File: config.mk
export PLATFORM = sky130hd
export DESIGN_NAME = ptc_top
export DESIGN_NICKNAME = d
export VERILOG_FILES = /design/src/design/ptc_sync.v /design/src/design/ptc_prescaler.v /design/src/design/ptc_top.v
export VERILOG_INCLUDE_DIRS = /design/src /design/src/pkg
export SDC_FILE = /design/constraint.sdc
export NUM_CORES = 1
export LEC_CHECK = 0
export BUFFER_PORTS_ARGS = -buffer_cell sky130_fd_sc_hd__clkbuf_2
export CAP_MARGIN = 10
export CORE_MARGIN = 3
export CORE_UTILIZATION = 45
export CTS_BUF_LIST = sky130_fd_sc_hd__clkbuf_8
export CTS_CLUSTER_DIAMETER = 80
export DETAILED_ROUTE_END_ITERATION = 8
export PLACE_DENSITY = 0.61
export SLEW_MARGIN = 20
export SYNTH_ARGS = -nofsm -noshare
export SYNTH_HDL_FRONTEND = slang
export SYNTH_SLANG_ARGS = --single-unit
export TNS_END_PERCENT = 1
File: constraint.sdc
create_clock -name clk_i -period 3.2 [get_ports clk_i]
set_input_delay 0.64 -clock clk_i [delete_from_list [all_inputs] [get_ports clk_i]]
set_output_delay 0.64 -clock clk_i [all_outputs]
set_load 0.02 [all_outputs]
File: src/pkg/ptc_consts.vh
// constants for the pwm and cascaded interval timer block
// assumes a single 250 MHz system clock that stands in for the main oscillator
`ifndef PTC_CONSTS_VH
`define PTC_CONSTS_VH

// ==========================================
// register port
`define PTC_ADDR_W 4
`define PTC_DATA_W 8
`define PTC_OFF_MODE_HIGH 4'h0
`define PTC_OFF_MODE_LOW 4'h1
`define PTC_OFF_CONTROL 4'h2
`define PTC_OFF_COMPARE_HIGH 4'h3
`define PTC_OFF_PERIOD 4'h4
`define PTC_OFF_HIGH_PHASE 4'h5
`define PTC_OFF_COUNT_LOW 4'h6
`define PTC_OFF_COUNT_HIGH 4'h7
`define PTC_OFF_STATUS 4'h8
`define PTC_OFF_CH1_CONTROL 4'h9

// ==========================================
// reset values and byte constants
`define PTC_RESET_BYTE 8'h00
`define PTC_COUNT_ZERO 8'h00
`define PTC_COUNT_FULL 8'hff
`define PTC_COUNT_ONE 8'h01

// ==========================================
// mode register fields
`define PTC_MODE_MASK 8'h7f
`define PTC_CP_MSB 6
`define PTC_CP_LSB 4
`define PTC_START_BIT 3
`define PTC_RUN_BIT 2
`define PTC_SEL_MSB 1
`define PTC_SEL_LSB 0
`define PTC_SEL_PWM 2'h1
`define PTC_SEL_16BIT 2'h2

// ==========================================
// count pulse select codes
`define PTC_CP_EXT_RISE 3'h0
`define PTC_CP_EXT_FALL 3'h1
`define PTC_CP_CODE2 3'h2
`define PTC_CP_CODE3 3'h3
`define PTC_CP_CODE4 3'h4
`define PTC_CP_CODE5 3'h5
`define PTC_CP_CODE6 3'h6
`define PTC_CP_CODE7 3'h7
// prescaler tap numbers: tap k pulses at main_osc_freq / 2^k
`define PTC_TAPS 12
`define PTC_TAP_FX 0
`define PTC_TAP_D1 1
`define PTC_TAP_D4 4
`define PTC_TAP_D5 5
`define PTC_TAP_D6 6
`define PTC_TAP_D8 8
`define PTC_TAP_D10 10
`define PTC_TAP_D12 12

// ==========================================
// control registers and status
`define PTC_CTRL_MASK 8'h8f
`define PTC_GATE_BIT 7
`define PTC_OE_B_BIT 3
`define PTC_CH1_MASK 8'h08
`define PTC_OE_A_BIT 3
`define PTC_ST_IRQ_BIT 0
`define PTC_ST_TOGGLE_BIT 1
`define PTC_ST_PHASE_BIT 2

`endif

File: src/design/ptc_sync.v
// two-flop synchroniser for a group of asynchronous level inputs
// assumes inputs may change at any time relative to clk_i
`timescale 1ns/1ps
`default_nettype none

module ptc_sync #(
  parameter WIDTH = 3
) (
  // clock and reset
  input wire clk_i,
  input wire reset_i,
  // asynchronous levels in, synchronised levels out
  input wire [WIDTH-1:0] async_i,
  output reg [WIDTH-1:0] sync_o
);

  reg [WIDTH-1:0] meta;

  // first stage feeds only the second stage
  always @(posedge clk_i or posedge reset_i) begin
    if (reset_i) begin
      meta <= {WIDTH{1'b0}};
      sync_o <= {WIDTH{1'b0}};
    end else begin
      meta <= async_i;
      sync_o <= meta;
    end
  end

endmodule

`default_nettype wire

File: src/design/ptc_prescaler.v
// free-running prescaler giving one-cycle enables at clk / 2^k
// assumes clk_i is the main oscillator; tap 0 is high every cycle
`timescale 1ns/1ps
`default_nettype none

module ptc_prescaler #(
  parameter TAPS = 12
) (
  // clock and reset
  input wire clk_i,
  input wire reset_i,
  // tap k pulses once every 2^k cycles
  output wire [TAPS:0] tick_o
);

  reg [TAPS-1:0] div;

  // never restarted, so divided taps keep a fixed phase to each other
  always @(posedge clk_i or posedge reset_i) begin
    if (reset_i) begin
      div <= {TAPS{1'b0}};
    end else begin
      div <= div + {{(TAPS-1){1'b0}}, 1'b1};
    end
  end

  assign tick_o[0] = 1'b1;

  // each tap fires when its low bits are all ones
  genvar k;
  generate
    for (k = 1; k <= TAPS; k = k + 1) begin : g_tap
      assign tick_o[k] = &div[k-1:0];
    end
  endgenerate

endmodule

`default_nettype wire

File: src/design/ptc_top.v
// pwm generator and cascaded 16-bit interval timer / event counter
// assumes a register master on the same clock and external pins that are
// asynchronous; sampling signal comes from another timer's output
`timescale 1ns/1ps
`default_nettype none
`include "ptc_consts.vh"

module ptc_top (
  // clock and reset
  input wire clk_i,
  input wire reset_i,
  // register port
  input wire [`PTC_ADDR_W-1:0] addr_i,
  input wire [`PTC_DATA_W-1:0] wr_data_i,
  input wire wr_i,
  input wire rd_i,
  output reg [`PTC_DATA_W-1:0] rd_data_o,
  // external count inputs and sampling gate
  input wire ext_count_in_a_i,
  input wire ext_count_in_b_i,
  input wire sample_gate_i,
  // pulse output and flag
  output reg pulse_out_pin_o,
  output reg timer_irq_flag_o
);

  // ==========================================
  // registers
  reg [7:0] mode_reg_high;
  reg [7:0] mode_reg_low;
  reg [7:0] timer_control;
  reg [7:0] ch1_control;
  reg [7:0] compare_high;
  reg [7:0] period_compare;
  reg [7:0] high_phase_compare;
  reg [7:0] count_low;
  reg [7:0] count_high;
  reg output_toggle;
  reg low_phase;
  reg [2:0] pin_prev;

  wire [`PTC_TAPS:0] tap;
  wire [2:0] pin_s;

  // ==========================================
  // helpers
  // mode field of a mode register
  function [1:0] mode_sel;
    input [7:0] mreg;
    begin
      mode_sel = mreg[`PTC_SEL_MSB:`PTC_SEL_LSB];
    end
  endfunction

  // count pulse field of a mode register
  function [2:0] cp_sel;
    input [7:0] mreg;
    begin
      cp_sel = mreg[`PTC_CP_MSB:`PTC_CP_LSB];
    end
  endfunction

  // ==========================================
  // prescaler and pin synchronisers
  ptc_prescaler #(
    .TAPS(`PTC_TAPS)
  ) u_prescaler (
    .clk_i(clk_i),
    .reset_i(reset_i),
    .tick_o(tap)
  );

  ptc_sync #(
    .WIDTH(3)
  ) u_sync (
    .clk_i(clk_i),
    .reset_i(reset_i),
    .async_i({sample_gate_i, ext_count_in_b_i, ext_count_in_a_i}),
    .sync_o(pin_s)
  );

  // delayed copy of the synchronised pins for edge detection
  always @(posedge clk_i or posedge reset_i) begin
    if (reset_i) begin
      pin_prev <= 3'h0;
    end else begin
      pin_prev <= pin_s;
    end
  end

  wire rise_a = pin_s[0] & ~pin_prev[0];
  wire fall_a = ~pin_s[0] & pin_prev[0];
  wire rise_b = pin_s[1] & ~pin_prev[1];
  wire fall_b = ~pin_s[1] & pin_prev[1];
  wire gate_level = pin_s[2];

  // ==========================================
  // mode decode
  wire pwm_mode = (mode_sel(mode_reg_low) == `PTC_SEL_PWM);
  wire wide_mode = (mode_sel(mode_reg_low) == `PTC_SEL_16BIT) &&
                   (mode_sel(mode_reg_high) == `PTC_SEL_16BIT);
  wire run_low = mode_reg_low[`PTC_RUN_BIT];
  // gate halts counting while the sampling signal is low
  wire gate_ok = ~timer_control[`PTC_GATE_BIT] | gate_level;
  wire count_on = run_low & gate_ok;

  // ==========================================
  // channel-2 count pulse select
  reg cp_low;
  always @* begin
    case (cp_sel(mode_reg_low))
      `PTC_CP_EXT_RISE: cp_low = rise_b;
      `PTC_CP_EXT_FALL: cp_low = fall_b;
      `PTC_CP_CODE2: cp_low = tap[`PTC_TAP_D1];
      `PTC_CP_CODE3: cp_low = tap[`PTC_TAP_FX];
      `PTC_CP_CODE4: cp_low = tap[`PTC_TAP_D10];
      `PTC_CP_CODE5: cp_low = tap[`PTC_TAP_D8];
      `PTC_CP_CODE6: cp_low = tap[`PTC_TAP_D6];
      default: cp_low = tap[`PTC_TAP_D4];
    endcase
  end

  wire tick_low = cp_low & count_on;

  // 16-bit match needs both halves equal at once
  wire match_low = (count_low == period_compare);
  wire match_wide = match_low && (count_high == compare_high);
  wire wrap_low = (count_low == `PTC_COUNT_FULL);
  // overflow only when the low byte really rolls over
  wire ovf_low = tick_low & wide_mode & ~match_wide & wrap_low;

  // ==========================================
  // channel-1 count pulse select
  reg cp_high;
  always @* begin
    case (cp_sel(mode_reg_high))
      `PTC_CP_EXT_RISE: cp_high = rise_a;
      `PTC_CP_EXT_FALL: cp_high = fall_a;
      `PTC_CP_CODE2: cp_high = ovf_low;
      `PTC_CP_CODE3: cp_high = tap[`PTC_TAP_D5];
      `PTC_CP_CODE4: cp_high = tap[`PTC_TAP_D12];
      `PTC_CP_CODE5: cp_high = tap[`PTC_TAP_D10];
      `PTC_CP_CODE6: cp_high = tap[`PTC_TAP_D8];
      default: cp_high = tap[`PTC_TAP_D6];
    endcase
  end

  // the high byte only moves in 16-bit mode; other mode codes stop its count
  wire tick_high = wide_mode & count_on & cp_high & ~(tick_low & match_wide);

  // ==========================================
  // register port decode
  wire wr_mode_high = wr_i && (addr_i == `PTC_OFF_MODE_HIGH);
  wire wr_mode_low = wr_i && (addr_i == `PTC_OFF_MODE_LOW);
  wire wr_status = wr_i && (addr_i == `PTC_OFF_STATUS);
  // start requests: writing one to bit 3
  wire start_low = wr_mode_low & wr_data_i[`PTC_START_BIT];
  wire start_high = wr_mode_high & wr_data_i[`PTC_START_BIT];

  // pwm events, compared against the value of the current phase
  wire pwm_cmp = low_phase ? match_low : (count_low == high_phase_compare);
  wire pwm_hit = tick_low & pwm_mode & pwm_cmp;
  wire wide_hit = tick_low & wide_mode & match_wide;
  // only the period match and the 16-bit match raise the flag
  wire irq_set = (pwm_hit & low_phase) | wide_hit;

  // ==========================================
  // mode, control and compare registers
  always @(posedge clk_i or posedge reset_i) begin
    if (reset_i) begin
      mode_reg_high <= `PTC_RESET_BYTE;
      mode_reg_low <= `PTC_RESET_BYTE;
      timer_control <= `PTC_RESET_BYTE;
      ch1_control <= `PTC_RESET_BYTE;
      compare_high <= `PTC_RESET_BYTE;
      period_compare <= `PTC_RESET_BYTE;
      high_phase_compare <= `PTC_RESET_BYTE;
    end else begin
      // start bit lives one cycle, the timer has started by then
      mode_reg_high[`PTC_START_BIT] <= 1'b0;
      mode_reg_low[`PTC_START_BIT] <= 1'b0;
      if (wr_i) begin
        case (addr_i)
          `PTC_OFF_MODE_HIGH: mode_reg_high <= wr_data_i & `PTC_MODE_MASK;
          `PTC_OFF_MODE_LOW: mode_reg_low <= wr_data_i & `PTC_MODE_MASK;
          `PTC_OFF_CONTROL: timer_control <= wr_data_i & `PTC_CTRL_MASK;
          `PTC_OFF_CH1_CONTROL: ch1_control <= wr_data_i & `PTC_CH1_MASK;
          `PTC_OFF_COMPARE_HIGH: compare_high <= wr_data_i;
          `PTC_OFF_PERIOD: period_compare <= wr_data_i;
          `PTC_OFF_HIGH_PHASE: high_phase_compare <= wr_data_i;
          default: ;
        endcase
      end
    end
  end

  // ==========================================
  // low counter: pwm phases and low byte of the 16-bit count
  // zero compares are not guarded; software must avoid them
  always @(posedge clk_i or posedge reset_i) begin
    if (reset_i) begin
      count_low <= `PTC_COUNT_ZERO;
      low_phase <= 1'b0;
    end else if (start_low) begin
      count_low <= `PTC_COUNT_ZERO;
      low_phase <= 1'b0;
    end else if (pwm_hit) begin
      count_low <= `PTC_COUNT_ZERO;
      low_phase <= ~low_phase;
    end else if (wide_hit) begin
      count_low <= `PTC_COUNT_ZERO;
    end else if (tick_low && (pwm_mode || wide_mode)) begin
      count_low <= count_low + `PTC_COUNT_ONE;
    end
  end

  // ==========================================
  // high counter: channel-1 byte of the cascade
  always @(posedge clk_i or posedge reset_i) begin
    if (reset_i) begin
      count_high <= `PTC_COUNT_ZERO;
    end else if (start_high || start_low) begin
      // a channel-2 start restarts the whole 16-bit count
      count_high <= `PTC_COUNT_ZERO;
    end else if (wide_hit) begin
      count_high <= `PTC_COUNT_ZERO;
    end else if (tick_high) begin
      count_high <= count_high + `PTC_COUNT_ONE;
    end
  end

  // ==========================================
  // output toggle flip-flop
  // pwm start loads the high level so the first phase is the high one
  always @(posedge clk_i or posedge reset_i) begin
    if (reset_i) begin
      output_toggle <= 1'b0;
    end else if (start_low) begin
      output_toggle <= (mode_sel(wr_data_i) == `PTC_SEL_PWM);
    end else if (pwm_hit || wide_hit) begin
      output_toggle <= ~output_toggle;
    end
  end

  // ==========================================
  // interrupt request flag: set beats any clear in the same cycle
  always @(posedge clk_i or posedge reset_i) begin
    if (reset_i) begin
      timer_irq_flag_o <= 1'b0;
    end else if (irq_set) begin
      timer_irq_flag_o <= 1'b1;
    end else if (start_low) begin
      timer_irq_flag_o <= 1'b0;
    end else if (wr_status && wr_data_i[`PTC_ST_IRQ_BIT]) begin
      timer_irq_flag_o <= 1'b0;
    end
  end

  // ==========================================
  // pulse output pin, registered so it is glitch free
  // 16-bit mode takes the channel-1 enable instead of channel 2
  wire pin_enable = wide_mode ? ch1_control[`PTC_OE_A_BIT]
                              : timer_control[`PTC_OE_B_BIT];
  always @(posedge clk_i or posedge reset_i) begin
    if (reset_i) begin
      pulse_out_pin_o <= 1'b0;
    end else begin
      pulse_out_pin_o <= pin_enable & output_toggle;
    end
  end

  // ==========================================
  // read port: data only in the cycle after the strobe
  reg [7:0] rd_mux;
  always @* begin
    case (addr_i)
      `PTC_OFF_MODE_HIGH: rd_mux = mode_reg_high;
      `PTC_OFF_MODE_LOW: rd_mux = mode_reg_low;
      `PTC_OFF_CONTROL: rd_mux = timer_control;
      `PTC_OFF_CH1_CONTROL: rd_mux = ch1_control;
      `PTC_OFF_COMPARE_HIGH: rd_mux = compare_high;
      `PTC_OFF_PERIOD: rd_mux = period_compare;
      `PTC_OFF_HIGH_PHASE: rd_mux = high_phase_compare;
      `PTC_OFF_COUNT_LOW: rd_mux = count_low;
      `PTC_OFF_COUNT_HIGH: rd_mux = count_high;
      `PTC_OFF_STATUS: rd_mux = {5'h00, low_phase, output_toggle, timer_irq_flag_o};
      default: rd_mux = `PTC_RESET_BYTE;
    endcase
  end

  always @(posedge clk_i or posedge reset_i) begin
    if (reset_i) begin
      rd_data_o <= `PTC_RESET_BYTE;
    end else if (rd_i) begin
      rd_data_o <= rd_mux;
    end else begin
      rd_data_o <= `PTC_RESET_BYTE;
    end
  end

endmodule

`default_nettype wire

==> results.md <==
- Sum Neg Setup Slack: 0 ps
- Max Fclk: between 0.3 and 0.4 GHz
- Reg area: between 2000 and 2500 um2
- Mapped Area: between 4000 and 5000 um2
- Die width: 108 um
- Part of the Yosys area used for sequential elements: around half
- Leading cell types in the layout, fill and taps excluded: dfrtp_1, mux2_2, nor2_1, xnor2_1, clkbuf_2
- Worst path max stage delay: 530 ps
- Inst Count DP: between 500 and 600
- Starting DRT DRC Count: between 200 and 250
- Mean routed wirelength per cell: ~20 um
- Max Root-Sink Buffers: 2
- Worst path bufs/invs: 0
- Router iterations before antenna repair: 5
- Resize count post-CTS: 0
- GP Congestion: 0.953
- Vias: 3486
- Share of post-route cells with drive strength above 1: about a quarter
- Netlist cell types: 60
- Vias in the first global route: 3483
- Area of the die: ~12000 um2
- Critical R2R Launch: u_prescaler.div[0]
- HP Class: input pin to asynchronous set/reset pin
- Slew Viols, Final: 0
- Pwr dens: 582 nW/um2
- FF-to-FF End: count_high[5]
- Final WL: between 10000 and 15000 um
- Starting Density: between 40 and 50%
- Clk_skew: 14.5 ps
- Worst-Margin Slew: just under 700 ps
- Std-Cell Rows: 36
- Final Hold Fails: 0
- CP top delay family: compound AO/OA/AOI/OAI gates
- Finished Core Util: 52.1%
- Overall Global Routing Usage: a little over a fifth
- N_diodes: 0
- Cell count after synthesis: 429
- Worst-Skew Late Latency: around 360 ps
- Most common cell after layout, fill and taps aside: dfrtp_1
- Pin count of the biggest net entering global routing: 50
- Cell count of the worst reg-to-reg path: 8
- Antenna violations before repair: 0
- Total CTS buffers: 9
- Vias per cell: between 5 and 6
- Yosys reg bits: 92
- Cells along the critical path: ha_1 -> nand3_2 -> o41a_1 -> a211oi_4 -> and4_1 -> o21ai_2 -> or4_1 -> a21oi_1
- Worst EP required: between 3000 and 4000 ps
- CP startpoint kind: register
- Worst setup EP type: register
- Die height: between 100 and 150 um
- # H-tree levels: 3
- Maximum VDD drop: roughly 0.33 mV
- CP max FO: 12
- Worst slew margin: a little over half
- Post-synth EDFFs: 0
- I/O pins: 29
- Syn avg cell area: 11.0 um2
- Slowest-stage cell, CP: or4_1
- Outcome: finished, final reports clean
- Mapped Nets: 452
- Critical path class: register to register
- Layout fillers: 912
- Final ANT Viol Nets: 0
- Area Growth Syn to Fin: 10.4%
- Hold WS: ~330 ps
- Arrival time worst endpoint: roughly 3100 ps
- First-pass GRT wire length: approximately 19000 um
- Fin cells: 591
- Final HPWL DP: 8630 um
- DRC violations left: 0
- Clock sink count: 92
- Fin nets: approximately 480
- Core Region: between 9000 and 10000 um2
- Async SR Flop Fraction: between 90% and 100%
- Primary FF master, synth: dfrtp_1
- Clk slew on worst S/H paths: around 90 ps
- Period minus WS final: ~2800 ps
- Ys Warns: 0
- Period utilization: approximately 87%
- Total power: roughly 3.0 mW
- RSZ-0062 raised after global routing: false
- CTS tree: done
- Clock Root Buffer: clkbuf_8
- Post-CTS setup buffers: 0
- IO buf count: 28
- Final setup fails: 0
- Multi-input gate area in the final layout: ~2300 um2
- Cts hold-fix bufs: 0
- R2R setup slack: between 400 and 500 ps
- Global route overflow: 0
- MaxCap Viol Count: 0
- Leak pwr: ~2.3 nW
## per-layer routing
layer	global-route usage, %	share of wire (%)	up-vias
met2	31.7	45	120
met3	4.12	5.8	20
met1	32.1	48	1761
met5	0	0	-
li1	-	-	1585
met4	6.94	1.7	0
## worst max-delay path by stage
stage	startpoint	endpoint	slack [ps]	depth (start not counted)
finish	u_prescaler.div[0]	count_high[5]	430	8
global route	u_prescaler.div[0]	count_high[5]	320	8
global placement	u_prescaler.div[0]	count_high[7]	560	8
detailed placement	u_prescaler.div[0]	count_high[7]	480	8
CTS	u_prescaler.div[0]	count_high[7]	450	8
floorplan	reset_i	ch1_control[3]	170	1
## worst reg2reg max path, cell delays in order, from the launching register on
cell	delay, ps
dfrtp_1	430
ha_1	230
nand3_2	130
o41a_1	470
a211oi_4	290
and4_1	280
o21ai_2	170
or4_1	540
a21oi_1	160
## cell families (layout without fill, tap and decap cells)
group	count (synthesis)	in the layout	share of synthesized area (%)
XOR/XNOR	44	44	8.20
adder cells (fa/ha/maj)	4	4	1.07
flip-flops	92	92	49.0
multiplexers	62	62	15.0
AO/OA/AOI/OAI	66	66	9.83
buffers and inverters	32	61	2.98
AND/OR/NAND/NOR	129	129	13.9
## synthesized netlist by cell type, types with 2 or more instances
master,number,area share [%]
a211oi_1,3,0.48
a21oi_1,18,1.9
a221oi_1,2,0.37
a22o_1,2,0.37
a22oi_1,4,0.64
a32oi_1,2,0.37
and2_1,3,0.40
and3_1,4,0.53
and3_2,2,0.32
and4_1,2,0.37
buf_1,3,0.24
clkbuf_1,13,1.0
dfrtp_1,92,49
ha_1,4,1.1
inv_1,11,0.88
mux2_2,48,12
mux2i_1,12,2.6
mux4_2,2,0.96
nand2_1,24,1.9
nand3_1,17,1.8
nand4_1,14,1.9
nor2_1,37,3.0
nor2b_1,5,0.67
nor3_1,5,0.53
nor4_1,2,0.27
o2111ai_1,2,0.37
o211ai_1,4,0.64
o21a_1,2,0.32
o21ai_0,13,1.4
o31ai_1,2,0.32
or3_1,3,0.40
or4_1,2,0.32
xnor2_1,32,6.0
xor2_1,12,2.2
## report_power, final
part           leakage [nW]  internal [mW]  total [mW]  switching (mW)
Clock                 0.114          0.455       0.864           0.409
Sequential             1.17           1.33        1.55           0.217
Combinational         0.998          0.308       0.606           0.299
## registers in the layout, indices dropped and copies added (netlist names), 2 cells and up
register            flops
compare_high            8
count_high              8
count_low               8
high_phase_compare      8
mode_reg_high           7
mode_reg_low            7
period_compare          8
pin_prev                2
rd_data_o               8
timer_control           5
u_prescaler.div        12
u_sync.meta             3
u_sync.sync_o           3
## cell type report
class	instances	area share, %
timing repair buffer	34	3.81
sequential	92	44.4
clock buffer	10	2.65
tap	133	3.21
clock inverter	5	1.50
multi-input combinational	305	43.5
inverter	12	0.917
## per-stage QoR
| stage | worst slack (ps) | instance area (um2) |
|---|---|---|
| after floorplan | 168 | 4700 |
| after global placement | 562 | 4970 |
| after detailed placement | 484 | 4970 |
| after CTS | 446 | 5180 |
| after global routing | 318 | 5180 |
| final | 427 | 5180 |
Power figures use the tool's default switching activity.
